==> src/common/bbc_pkg.sv <==
// Purpose: shared constants and carriers of the buffered-module branch scheduler
// Assumes: 250 MHz hclk, 32-bit AHB-Lite register access
// Notes:   cfg_t fixes the bit layout of the configuration word
package bbc_pkg;
    localparam logic [7:0]  CFG_OFS       = 8'h00;
    localparam logic [7:0]  STAT_OFS      = 8'h04;
    localparam int          CLK_MHZ       = 250;
    localparam int          REF_SLOW_NS   = 15600;
    localparam int          REF_FAST_NS   = 7800;
    // longest interval: integer division rounds down
    localparam int          REF_SLOW_CYC  = REF_SLOW_NS * CLK_MHZ / 1000;
    localparam int          REF_FAST_CYC  = REF_FAST_NS * CLK_MHZ / 1000;
    localparam int          FRAME_CYC     = 12;
    localparam int          BANK_BUSY_FR  = 4;
    localparam int          BL_DUAL       = 4;
    localparam int          BL_SINGLE     = 8;
    localparam int          FR_DUAL       = 4;
    localparam int          FR_SINGLE     = 8;
    localparam logic [31:0] CFG_RST       = 32'h0000_EB00;

    typedef enum logic [2:0] {CK_NOP, CK_ACT, CK_RD, CK_WR, CK_REF} bbc_kind_t;

    typedef struct packed {
        logic [15:0] rsvd;
        logic [3:0]  ras_w;
        logic [3:0]  cas_w;
        logic [1:0]  rsvd_lo;
        logic        stacked;
        logic        eight_bank;
        logic        ext_ecc;
        logic        x8;
        logic        ref_fast;
        logic        dual;
    } bbc_cfg_t;

    typedef struct packed {
        logic        write;
        logic [3:0]  rank;
        logic [2:0]  bank;
        logic [14:0] row;
        logic [10:0] col;
    } bbc_req_t;

    typedef struct packed {
        bbc_kind_t   kind;
        logic [1:0]  cs;
        logic [1:0]  chan_en;
        logic [2:0]  dimm;
        logic [2:0]  bank;
        logic [14:0] addr;
        logic        auto_pre;
        logic [3:0]  beats;
    } bbc_cmd_t;

    typedef struct packed {
        logic [127:0] data;
        logic [15:0]  check;
    } bbc_wframe_t;
endpackage

==> src/rtl/bbc_branch.sv <==
// Purpose: one branch scheduler: frames, refresh, rank gaps, ECC, line assembly
// Assumes: request, read and write-beat ports come from logic on hclk
// Notes:   one instance per branch; instances share nothing
//
// Overview of operation
// - every read or write carries auto-precharge; no bank stays open
// - burst of four beats in dual-channel mode, eight in single
// - one idle frame between ranks on opposite sides of one module
// - four branches run independently, one instance each
// - dual mode drives both channels in lock-step as one rank
// - line returns as eight frames single, four frames dual
// - commands issue only on twelve-cycle frame boundaries
// - refresh at least every 15.6 or 7.8 microseconds
// - a frame flagged with CRC error is sent again
// - single-rank modules get both chip selects; double-rank one each
// - four-bit rank index covers sixteen ranks over eight modules
// - x4 and x8 supported; extended ECC refused with x8 parts
// - densities 256 Mbit to 2 Gbit; 512 MB to 128 GB per branch
// - sixteen bytes per half clock dual, eight bytes single
// - each internal bank tracked and may overlap with others
// - sixteen check bits per 128 data bits, generated and checked
`timescale 1ns/1ps
`default_nettype none
module bbc_branch #(
    parameter int BUSY_FR = bbc_pkg::BANK_BUSY_FR
) (
    input  wire logic                 hclk,
    input  wire logic                 hresetn,
    input  wire logic                 hsel,
    input  wire logic [31:0]          haddr,
    input  wire logic [1:0]           htrans,
    input  wire logic                 hwrite,
    input  wire logic [2:0]           hsize,
    input  wire logic [31:0]          hwdata,
    input  wire logic                 hready,
    output logic                      hreadyout,
    output logic                      hresp,
    output logic [31:0]               hrdata,
    input  wire logic                 req_valid,
    output logic                      req_ready,
    input  wire bbc_pkg::bbc_req_t    req,
    output logic                      frame_start,
    output logic                      cmd_valid,
    output logic                      cmd_retry,
    output bbc_pkg::bbc_cmd_t         cmd,
    input  wire logic                 crc_err,
    input  wire logic                 wr_beat_valid,
    input  wire logic [127:0]         wr_beat,
    output logic                      wr_frame_valid,
    output bbc_pkg::bbc_wframe_t      wr_frame,
    input  wire logic                 rd_valid,
    input  wire logic [287:0]         rd_data,
    output logic                      rd_line_valid,
    output logic [511:0]              rd_line,
    output logic                      rd_ecc_err
);
    if (BUSY_FR < 1 || BUSY_FR > 15) begin : g_busy_chk
        $error("BUSY_FR out of range");
    end

    typedef enum logic [0:0] {ST_IDLE, ST_CAS} bbc_state_t;

    typedef struct packed {
        bbc_state_t         st;
        logic [3:0]         fcnt;
        logic [11:0]        rcnt;
        logic               ref_due;
        logic               retry;
        logic               gap_done;
        logic               dual;
        logic [3:0]         last_rank;
        logic               last_valid;
        logic [7:0][3:0]    busy;
        bbc_pkg::bbc_req_t  cur;
        bbc_pkg::bbc_cfg_t  cfg;
        logic               ecc_err;
        logic               aw_pend;
        logic [7:0]         aw_addr;
        logic [31:0]        rdata;
        logic               cmd_valid;
        logic               cmd_retry;
        bbc_pkg::bbc_cmd_t  cmd;
        logic               wf_valid;
        bbc_pkg::bbc_wframe_t wf;
        logic [2:0]         rd_idx;
        logic               line_valid;
        logic [511:0]       line;
    } bbc_st_t;

    bbc_st_t s;         // one copy per branch: no shared state
    bbc_st_t next_s;

    // byte parity per 8 data bits: 16 check bits per 128
    function automatic logic [15:0] ecc128(input logic [127:0] d);
        logic [15:0] c;
        c = '0;
        for (int i = 0; i < 16; i++) begin
            c[i] = ^d[i*8 +: 8];
        end
        return c;
    endfunction

    ////////////////////////////////////////////////////////////////////////////
    logic       boundary;
    logic       ext_ok;
    logic       switch_gap;
    logic [2:0] bidx;
    logic [3:0] n_frames;
    logic [11:0] ref_lim;
    bbc_pkg::bbc_cmd_t act_cmd;
    bbc_pkg::bbc_cmd_t cas_cmd;

    assign boundary  = (s.fcnt == 4'd0);
    assign ext_ok    = s.cfg.ext_ecc & ~s.cfg.x8;
    assign bidx      = s.cfg.eight_bank ? req.bank : {1'b0, req.bank[1:0]};
    assign n_frames  = s.dual ? 4'(bbc_pkg::FR_DUAL) : 4'(bbc_pkg::FR_SINGLE);
    assign ref_lim   = s.cfg.ref_fast ? 12'(bbc_pkg::REF_FAST_CYC)
                                      : 12'(bbc_pkg::REF_SLOW_CYC);
    // same module, other side, stacked modules only
    assign switch_gap = s.cfg.stacked && s.last_valid && !s.gap_done
                        && req.rank[3:1] == s.last_rank[3:1]
                        && req.rank[0] != s.last_rank[0];
    assign req_ready = boundary && !s.retry && !s.ref_due && s.st == ST_IDLE
                       && !switch_gap && s.busy[bidx] == 4'd0;

    always_comb begin
        act_cmd          = '0;
        act_cmd.kind     = bbc_pkg::CK_ACT;
        act_cmd.dimm     = req.rank[3:1];
        act_cmd.cs       = !s.cfg.stacked ? 2'b11
                         : (req.rank[0] ? 2'b10 : 2'b01);
        // mode latched at this same boundary applies to this command
        act_cmd.chan_en  = s.cfg.dual ? 2'b11 : 2'b01;
        act_cmd.bank     = bidx;
        act_cmd.addr     = req.row;
        cas_cmd          = s.cmd;
        cas_cmd.kind     = s.cur.write ? bbc_pkg::CK_WR : bbc_pkg::CK_RD;
        cas_cmd.addr     = {4'h0, s.cur.col};
        cas_cmd.auto_pre = 1'b1;
        cas_cmd.beats    = s.dual ? 4'(bbc_pkg::BL_DUAL) : 4'(bbc_pkg::BL_SINGLE);
    end

    ////////////////////////////////////////////////////////////////////////////
    logic        a_phase;
    logic [15:0] rd_chk;
    logic [15:0] rd_calc;
    logic [127:0] rd_word;

    assign a_phase = hsel && htrans[1] && hready;
    // single mode carries 64 data bits per frame, dual 128
    assign rd_word = s.dual ? rd_data[127:0] : {64'h0000_0000_0000_0000, rd_data[63:0]};
    assign rd_chk  = s.dual ? rd_data[143:128] : {8'h00, rd_data[71:64]};
    assign rd_calc = ecc128(rd_word);

    always_comb begin
        next_s            = s;
        next_s.cmd_valid  = 1'b0;
        next_s.cmd_retry  = 1'b0;
        next_s.wf_valid   = 1'b0;
        next_s.line_valid = 1'b0;
        next_s.fcnt = (s.fcnt == 4'(bbc_pkg::FRAME_CYC - 1)) ? 4'd0 : s.fcnt + 4'd1;
        // refresh timer; due flag holds until a refresh frame goes out
        if (s.rcnt >= ref_lim - 12'd1) begin
            next_s.rcnt    = 12'd0;
        end else begin
            next_s.rcnt = s.rcnt + 12'd1;
        end
        if (boundary) begin
            for (int b = 0; b < 8; b++) begin
                if (s.busy[b] != 4'd0) next_s.busy[b] = s.busy[b] - 4'd1;
            end
        end
        if (boundary && s.retry) begin
            next_s.cmd_valid = 1'b1;
            next_s.cmd_retry = 1'b1;
            next_s.retry     = 1'b0;
        end else if (boundary) begin
            unique case (s.st)
                ST_IDLE: begin
                    next_s.dual = s.cfg.dual;
                    if (s.ref_due) begin
                        next_s.cmd         = '0;
                        next_s.cmd.kind    = bbc_pkg::CK_REF;
                        next_s.cmd.cs      = 2'b11;
                        next_s.cmd.chan_en = s.cfg.dual ? 2'b11 : 2'b01;
                        next_s.cmd_valid   = 1'b1;
                        next_s.ref_due     = 1'b0;
                        next_s.gap_done    = 1'b0;
                    end else if (req_valid && switch_gap) begin
                        next_s.cmd       = '0;
                        next_s.cmd_valid = 1'b1;
                        next_s.gap_done  = 1'b1;
                    end else if (req_valid && req_ready) begin
                        next_s.cmd        = act_cmd;
                        next_s.cmd_valid  = 1'b1;
                        next_s.cur        = req;
                        next_s.last_rank  = req.rank;
                        next_s.last_valid = 1'b1;
                        next_s.gap_done   = 1'b0;
                        next_s.busy[bidx] = 4'(BUSY_FR);
                        next_s.st         = ST_CAS;
                    end
                end
                ST_CAS: begin
                    next_s.cmd       = cas_cmd;
                    next_s.cmd_valid = 1'b1;
                    // a write must not cut a line still returning
                    if (!s.cur.write) next_s.rd_idx = 3'd0;
                    next_s.st        = ST_IDLE;
                end
            endcase
        end
        // set wins over the clear above
        if (s.rcnt >= ref_lim - 12'd1) next_s.ref_due = 1'b1;
        if (crc_err) next_s.retry = 1'b1;
        if (wr_beat_valid) begin
            next_s.wf_valid    = 1'b1;
            next_s.wf.data     = wr_beat;
            next_s.wf.check    = ecc128(wr_beat);
        end
        if (rd_valid) begin
            if (s.dual) next_s.line[s.rd_idx[1:0]*128 +: 128] = rd_word;
            else        next_s.line[s.rd_idx*64 +: 64] = rd_word[63:0];
            if (rd_chk != rd_calc) next_s.ecc_err = 1'b1;
            if ({1'b0, s.rd_idx} == n_frames - 4'd1) begin
                next_s.rd_idx     = 3'd0;
                next_s.line_valid = 1'b1;
            end else begin
                next_s.rd_idx = s.rd_idx + 3'd1;
            end
        end
        // AHB-Lite: write lands in the data phase, read data prepared early
        next_s.aw_pend = a_phase && hwrite;
        next_s.aw_addr = haddr[7:0];
        if (s.aw_pend && s.aw_addr == bbc_pkg::CFG_OFS) begin
            next_s.cfg = bbc_pkg::bbc_cfg_t'(hwdata);
            next_s.cfg.rsvd    = '0;
            next_s.cfg.rsvd_lo = '0;
            if (hwdata[3] && hwdata[2]) next_s.cfg.ext_ecc = 1'b0;
        end
        if (s.aw_pend && s.aw_addr == bbc_pkg::STAT_OFS && hwdata[3]) begin
            next_s.ecc_err = rd_valid && rd_chk != rd_calc;                 // new error wins
        end
        if (a_phase && !hwrite) begin
            unique case (haddr[7:0])
                bbc_pkg::CFG_OFS:  next_s.rdata = s.cfg;
                bbc_pkg::STAT_OFS: next_s.rdata = {27'h0, s.ecc_err, ext_ok, s.ref_due,
                                                   s.dual, s.st == ST_IDLE};
                default:           next_s.rdata = 32'h0000_0000;
            endcase
        end
    end

    always_ff @(posedge hclk or negedge hresetn) begin
        if (!hresetn) begin
            s     <= '0;
            s.cfg <= bbc_pkg::bbc_cfg_t'(bbc_pkg::CFG_RST);
        end else begin
            s <= next_s;
        end
    end

    ////////////////////////////////////////////////////////////////////////////
    assign hreadyout      = 1'b1;
    assign hresp          = 1'b0;
    assign hrdata         = s.rdata;
    assign frame_start    = boundary;
    assign cmd_valid      = s.cmd_valid;
    assign cmd_retry      = s.cmd_retry;
    assign cmd            = s.cmd;
    assign wr_frame_valid = s.wf_valid;
    assign wr_frame       = s.wf;
    assign rd_line_valid  = s.line_valid;
    assign rd_line        = s.line;
    assign rd_ecc_err     = s.ecc_err;

    ////////////////////////////////////////////////////////////////////////////
    // checks
    logic cas_out;
    assign cas_out = cmd_valid && (cmd.kind == bbc_pkg::CK_RD || cmd.kind == bbc_pkg::CK_WR);

    AST_AUTOPRE: assert property (@(posedge hclk) disable iff (!hresetn)
        cas_out |-> cmd.auto_pre) else $error("access without auto-precharge");
    AST_BURST: assert property (@(posedge hclk) disable iff (!hresetn)
        cas_out |-> cmd.beats == (s.dual ? 4'd4 : 4'd8)) else $error("wrong burst");
    AST_GAP: assert property (@(posedge hclk) disable iff (!hresetn)
        (cmd_valid && !cmd_retry && cmd.kind == bbc_pkg::CK_NOP)
        |-> ##12 !(cmd_valid && !cmd_retry && cmd.kind == bbc_pkg::CK_NOP))
        else $error("more than one gap frame");
    AST_FRAME: assert property (@(posedge hclk) disable iff (!hresetn)
        frame_start |=> !frame_start [*8] ##1 !frame_start [*3] ##1 frame_start)
        else $error("frame period not twelve");
    AST_LOCKSTEP: assert property (@(posedge hclk) disable iff (!hresetn)
        (cmd_valid && cmd.kind != bbc_pkg::CK_NOP) |-> cmd.chan_en == (s.dual ? 2'b11 : 2'b01))
        else $error("channel enables wrong");
    AST_CS: assert property (@(posedge hclk) disable iff (!hresetn)
        (cmd_valid && cmd.kind == bbc_pkg::CK_ACT && !s.cfg.stacked) |-> cmd.cs == 2'b11)
        else $error("single-rank module missing chip select");
    AST_REFRESH: assert property (@(posedge hclk) disable iff (!hresetn)
        $rose(s.ref_due) |-> ##[1:40] (cmd_valid && cmd.kind == bbc_pkg::CK_REF))
        else $error("refresh late");
    AST_RETRY: assert property (@(posedge hclk) disable iff (!hresetn)
        crc_err |-> ##[1:13] cmd_retry) else $error("no retransmit");
    AST_LINE: assert property (@(posedge hclk) disable iff (!hresetn)
        (rd_valid && {1'b0, s.rd_idx} == n_frames - 4'd1) |=> rd_line_valid)
        else $error("line not completed");
    AST_X8: assert property (@(posedge hclk) disable iff (!hresetn)
        !(s.cfg.x8 && s.cfg.ext_ecc)) else $error("extended ECC with x8");

    COV_READ:  cover property (@(posedge hclk) cas_out && cmd.kind == bbc_pkg::CK_RD);
    COV_WRITE: cover property (@(posedge hclk) cas_out && cmd.kind == bbc_pkg::CK_WR);
    COV_REF:   cover property (@(posedge hclk) cmd_valid && cmd.kind == bbc_pkg::CK_REF);
    COV_RETRY: cover property (@(posedge hclk) cmd_retry);
endmodule
`default_nettype wire

==> config.mk <==
export PLATFORM = sky130hd
export DESIGN_NAME = bbc_branch
export DESIGN_NICKNAME = d
export VERILOG_FILES = /design/src/common/bbc_pkg.sv /design/src/rtl/bbc_branch.sv
export SDC_FILE = /design/constraint.sdc
export NUM_CORES = 1
export LEC_CHECK = 0
export ABC_AREA = 1
export BUFFER_PORTS_ARGS = -buffer_cell sky130_fd_sc_hd__clkbuf_2
export CORE_AREA = 5 5 489 491
export DETAILED_ROUTE_END_ITERATION = 8
export DIE_AREA = 0 0 494 496
export GPL_TIMING_DRIVEN = 1
export SKIP_CTS_REPAIR_TIMING = 1
export SLEW_MARGIN = 10
export SYNTH_ARGS = -nofsm -noshare
export SYNTH_HDL_FRONTEND = slang
export SYNTH_SLANG_ARGS = --single-unit
==> constraint.sdc <==
create_clock -name hclk -period 3.25 [get_ports hclk]
set_input_delay 0.325 -clock hclk [delete_from_list [all_inputs] [get_ports hclk]]
set_output_delay 0.325 -clock hclk [all_outputs]
set_load 0.005 [all_outputs]
==> results of run 1 <==
## logic make-up (layout without fill, tap and decap cells)
group                      count (synthesis)  in the layout  synth area share [%]
DFF                                      801            801                  43.6
adders and majority gates                 23             23                 0.626
xor gates and xnor gates                 178            178                  3.39
other                                      2             56                0.0163
and+or+nand+nor                         2261           2261                  20.2
buffers and inverters                   1366           1942                  17.5
AOI/OAI and AO/OA                        776            776                  9.73
muxes                                    202            202                  4.95
## cells in the mapped netlist, drive strengths merged, types with 6 or more instances
| library cell | instances |
|---|---|
| a31oi | 42 |
| nor4 | 7 |
| nand3 | 375 |
| nand2 | 1397 |
| ha | 23 |
| nand3b | 18 |
| a21oi | 214 |
| dfrtp | 795 |
| dfstp | 6 |
| mux2 | 202 |
| buf | 871 |
| o22ai | 270 |
| nand4 | 53 |
| xor2 | 68 |
| o21ai | 191 |
| nor2 | 367 |
| o31ai | 19 |
| nor3 | 36 |
| a22o | 11 |
| inv | 282 |
| a22oi | 14 |
| clkbuf | 209 |
| xnor2 | 110 |
## worst max-delay path, cell delays in order, from the launching register on
cell and delay [ns]:
dfrtp_4 0.55, inv_1 0.23, ha_4 0.18, buf_4 0.39
buf_4 0.57, nor2_1 0.10, buf_4 0.26, nand2_1 0.11
o22ai_1 0.16, mux2_2 0.31
## routing by layer
metal  global-route usage, %  vias to the layer above  part of all wire, %
met4                    12.3                       24                  7.9
met3                    8.18                      581                   11
met5                       0                        -                0.059
met2                    32.4                     2325                   46
li1                        -                    18800                    -
met1                    21.5                    20100                   36
## through the flow
step	total power, mW	worst slack, ns
floorplan	19.5	0.328
global placement	24.7	0.261
detailed placement	24.8	0.210
CTS	37.2	0.144
global route	38.7	0.0107
finish	37.2	0.164
## where the power goes
| group | internal, mW | leakage, nW | total [mW] | switching, mW |
|---|---|---|---|---|
| sequential | 11.5 | 10.4 | 12.5 | 1.05 |
| combinational | 3.66 | 15.0 | 12.4 | 8.75 |
| clock | 7.16 | 1.71 | 12.2 | 5.08 |
| total | 22.3 | 27.1 | 37.2 | 14.9 |
## cell type report
cell class | count | area share (%)
sequential | 801 | 35.5
multi-input combinational | 3462 | 32.1
timing repair buffer | 1478 | 17.1
tap | 3150 | 6.97
clock buffer | 126 | 4.79
inverter | 286 | 1.92
clock inverter | 52 | 1.44
antenna | 34 | 0.150
## placed cells by master (no fill, tap or decap), types with 15 or more instances in the layout
| cell type | count |
|---|---|
| bufinv_16 | 15 |
| clkbuf_16 | 98 |
| clkbuf_8 | 15 |
| dfrtp_1 | 793 |
| conb_1 | 22 |
| dlygate4sd3_1 | 271 |
| ha_1 | 21 |
| nor2_1 | 363 |
| o22ai_1 | 270 |
| nand4_1 | 53 |
| diode_2 | 34 |
| nand3b_1 | 18 |
| nand3_1 | 369 |
| mux2_2 | 202 |
| a21oi_1 | 207 |
| buf_12 | 42 |
| clkinv_2 | 15 |
| o21ai_0 | 144 |
| nor3_1 | 31 |
| xor2_1 | 68 |
| clkbuf_2 | 1043 |
| o21ai_1 | 44 |
| a31oi_1 | 41 |
| nand2_1 | 1396 |
| o31ai_1 | 19 |
| buf_4 | 121 |
| inv_1 | 267 |
| xnor2_1 | 110 |
## worst max-delay path by stage
stage,from,end,depth (start not counted)
after CTS,s[513],register,9
after floorplan,s[513],register,11
final,s[513],register,9
after detailed placement,s[841],rd_ecc_err,15
after global routing,s[513],register,11
after global placement,s[841],rd_ecc_err,15
==> key figures, run 1 <==
Global route
  • First-pass GRT wire length: about 340000 um
  • Initial antenna violation count: 51
  • Vias in the first global route: 38900
  • Aggregate global-route resource usage: 19.9%
  • GRT overflow: 0
  • Largest net degree at the start of global routing: around 160

Worst setup path
  • Crit path required time: approximately 4 ns
  • Critical path peak fanout: 35
  • Worst reg2reg path depth: 9
  • Crit Path Category: register to register
  • Arrival @ worst endpoint: ~3.7 ns
  • R2r setup slk: about 0.16 ns
  • Startpoint types: register
  • Crit. End Element: register
  • Worst r2r src: s[513]

Timing
  • Final setup fails: 0
  • Rel. slew slack: about 30%
  • Final Hold Viols: 0
  • TNS Setup: 0 ns
  • Tmin final: 3.09 ns
  • RSZ-0062 raised after global routing: false
  • Worst-margin pin slew: around 1.0 ns
  • Period utilization: 95.0%
  • Final slew viol count: 0
  • Final hold slack: 0.0152 ns
  • Clk_skew: between 0.06 and 0.07 ns
  • Fmax: 324 MHz

Yosys
  • Yosys reg bits: approximately 800
  • Share of async-settable or async-resettable flops after synthesis: 100%
  • Syn Area/Cell: about 8.2 um2
  • Post-synth top area share: 43.2%
  • Gate Count Post-Synth: about 5600
  • Number of flops mapped to enable cells by yosys: 0
  • Synthesis Warnings: 0
  • Register area share after synthesis: 43.6%
  • Synth area leaders: dfrtp_1 43%, buf_4 12%, nand2_1 11%
  • Post-synth top area cell: dfrtp_1
  • Main flop type after synthesis: dfrtp_1
  • Post-synthesis cell type count: between 50 and 60
  • Cell area after synthesis: ~46000 um2

Detailed routing
  • First drt pass iteration count: 6
  • DR DRC count: 0
  • Via density: 4.45
  • DRT iter0 DRCs: around 3700
  • WL/cell: 27.3 um
  • Detailed-route wire length: approximately 260000 um
  • Routed Antenna Nets: 0
  • Total number of vias: ~42000

Die
  • Die span in y: a little under 500 um
  • Die width: about 490 um
  • I/O pin cnt: roughly 1300
  • Die Area: about 250000 um2
  • Row cnt: 178
  • Initial Util: roughly 20%
  • Core ar.: ~230000 um2

Placed design
  • HPWL after DPL: ~200000 um
  • I/O Buffers: roughly 1000
  • Post-Place Cells: between 8000 and 9000
  • Placed Area: roughly 50000 um2
  • Gpl congestion: about 0.95

Outcome
  • Status: finished, final reports clean

Clock tree
  • Clock-pin slew of the registers on the worst-case setup and hold paths: ~0.070 ns
  • H-tree depth: 3
  • Clock root buffer master: clkbuf_16
  • Clock sinks: ~800
  • CTS tree: done
  • Skew-Pair Late Insertion Delay: 0.77 ns
  • TritonCTS Buffers: 98
  • CTS Buffer Depth: 3

Layout
  • Design Area, Final: 56600 um2
  • Post-Route Utilization: roughly a quarter
  • FF+latch area: 20100 um2
  • Layout fillers: around 26000
  • Final #Nets: 6678
  • P&R area growth vs syn: 23.0%
  • Share of cells above drive strength 1: 26.3%
  • Area occupied by multi-input gates: roughly 18000 um2
  • Final std cells w/o fill: between 9000 and 10000

Min path
  • Worst hold endpoint: s[812]
  • Min-Delay Path Class: input port to register
  • Worst hold start: req[26]
  • Hold-critical path depth: 3

Job
  • Maxcap violations: 0

Power
  • Power per Cell Area: roughly 660 nW/um2
  • Leakage Power: 27.1 nW
  • Peak VDD IR: between 0.6 and 0.7 mV
(Power assumes the default switching activity.)
==> run 2: changes to the inputs <==
Settings changed: CELL_PAD_IN_SITES_DETAIL_PLACEMENT set to 1, CELL_PAD_IN_SITES_GLOBAL_PLACEMENT set to 2, CORE_AREA 5 5 489 491 to 5 5 494 496, DIE_AREA 0 0 494 496 to 0 0 499 501, PLACE_DENSITY_LB_ADDON set to 0.1.
Clock period 3.25 ns to 3.6 ns, I/O delays scaled along.
==> key figures, run 2 (synthesized netlist as in run 1, its figures left out) <==
Timing
  • Final hold slack: -0.0404 ns
  • RSZ-0062 raised after global routing: false
  • Final slew viol count: 0
  • Final Hold Viols: 2
  • Setup WS post-layout: 0.436 ns
  • Rel. slew slack: about 22%
  • Final setup fails: 0
  • Clk_skew: 0.0741 ns
  • Period utilization: roughly 88%
  • TNS Setup: 0 ns
  • Fmax: approximately 320 MHz
  • Tmin final: ~3.2 ns
  • Worst-margin pin slew: between 1 and 1.5 ns

Placed design
  • Gpl congestion: 0.884
  • Placed Area: roughly 50000 um2
  • HPWL after DPL: roughly 230000 um
  • Dpl ws: 0.255 ns
  • I/O Buffers: between 1000 and 1500

Worst setup path
  • Crit path required time: 4.25 ns
  • Worst reg2reg path depth: 10
  • Arrival @ worst endpoint: 3.81 ns
  • Worst path bufs/invs: 5
  • CP max stage delay: about 0.80 ns
  • Worst r2r src: s[514]
  • Crit. End Element: register
  • Critical Path, Cell by Cell: inv_1, ha_4, buf_4, inv_1, nor3_1, nand2_1, clkinv_2, buf_4, a21oi_1, a21oi_1
  • CP max-delay cell: buf_4
  • Critical path peak fanout: 69
  • Crit Path Category: register to register
  • Critical path depth in cells: 10
  • Crit-path leading delay family: buffers and inverters
  • R2r setup slk: between 0.4 and 0.5 ns
  • Startpoint types: register

Die
  • Die Area: ~250000 um2
  • I/O pin cnt: about 1300
  • Die span in y: around 500 um
  • Row cnt: 180
  • Initial Util: between 10% and 20%
  • Die width: around 500 um
  • Core ar.: approximately 240000 um2

Layout
  • Most common cell after layout, fill and taps aside: nand2_1
  • Final #Nets: 6641
  • Post-Route Utilization: a little under a quarter
  • Design Area, Final: between 50000 and 60000 um2
  • P&R area growth vs syn: 22.5%
  • Share of cells above drive strength 1: a little over a quarter
  • Commonest cells after routing, fill and taps aside: 1396 x nand2_1, 1043 x clkbuf_2, 793 x dfrtp_1, 369 x nand3_1, 363 x nor2_1

Min path
  • Hold-critical path depth: 5
  • Min-Delay Path Class: input port to register
  • Worst hold endpoint: cmd[6]
  • Worst hold start: req[12]

Detailed routing
  • Via density: about 4.4
  • DR DRC count: 0
  • Routed Antenna Nets: 0
  • First drt pass iteration count: 5
  • Detailed-route wire length: 292000 um
  • DRT iter0 DRCs: 2380
  • WL/cell: ~31 um
  • Total number of vias: about 40000

Clock tree
  • Clock sinks: 801
  • TritonCTS Buffers: about 110
  • CTS tree: done
  • Skew-Pair Late Insertion Delay: 0.79 ns
  • CTS Buffer Depth: 3
  • H-tree depth: 3
  • Clock root buffer master: clkbuf_16
  • Clock-pin slew of the registers on the worst-case setup and hold paths: ~0.06 ns

Power
  • Power per Cell Area: 606 nW/um2
  • Peak VDD IR: around 0.48 mV
  • Leakage Power: 27.0 nW

Outcome
  • Status: finished with violations
  • Failing checks: hold timing

Global route
  • GRT overflow: 0
  • Largest net degree at the start of global routing: between 100 and 150
  • Initial antenna violation count: between 80 and 90
  • First-pass GRT wire length: 390000 um
  • Aggregate global-route resource usage: between 20% and 30%
  • Vias in the first global route: around 43000

Job
  • Maxcap violations: 0
==> run 2: worst max path at each step <==
| stage | from | slack [ns] | to |
|---|---|---|---|
| floorplan | s[513] | 0.68 | register |
| global placement | s[514] | 0.28 | register |
| detailed placement | s[514] | 0.25 | register |
| CTS | s[742] | 0.23 | req_ready |
| global route | s[514] | 0.19 | register |
| finish | s[514] | 0.44 | register |
==> run 2: worst min-delay path, stage by stage <==
cell	delay, ns
clkbuf_2	0.08
nand2_1	0.04
o21ai_0	0.07
nand3_1	0.08
nand2_1	0.07
==> run 2: per-stage QoR <==
stage,instances,power [mW]
CTS,9119,34.8
floorplan,5629,17.6
global placement,8914,22.6
finish,9407,34.2
detailed placement,8914,22.7
global route,9396,35.9
==> run 2: final cells by class <==
class	count	area [um2]
clock buffers	173	3370
clock inverters	32	400
inverters	286	1090
diodes	40	100
multi-input cells	3462	18200
repair buffers	1428	9160
flip-flops and latches	801	20100
well taps	3185	3990
fillers	28400	183000
==> run 2: routing by layer <==
layer | vias to the layer above | share of wire, % | global-route usage (%) | wire, um
li1 | 18700 | - | - | -
met4 | 42 | 4.2 | 9.09 | 12400
met2 | 1210 | 48 | 38.1 | 140000
met5 | - | 0.095 | 0 | 276
met1 | 20800 | 39 | 25.2 | 114000
met3 | 319 | 8.7 | 9.52 | 25500
==> run 2: power by group <==
group / switching, mW / internal [mW]
sequential: 1.15 / 10.4
clock: 4.87 / 6.89
combinational: 7.73 / 3.18
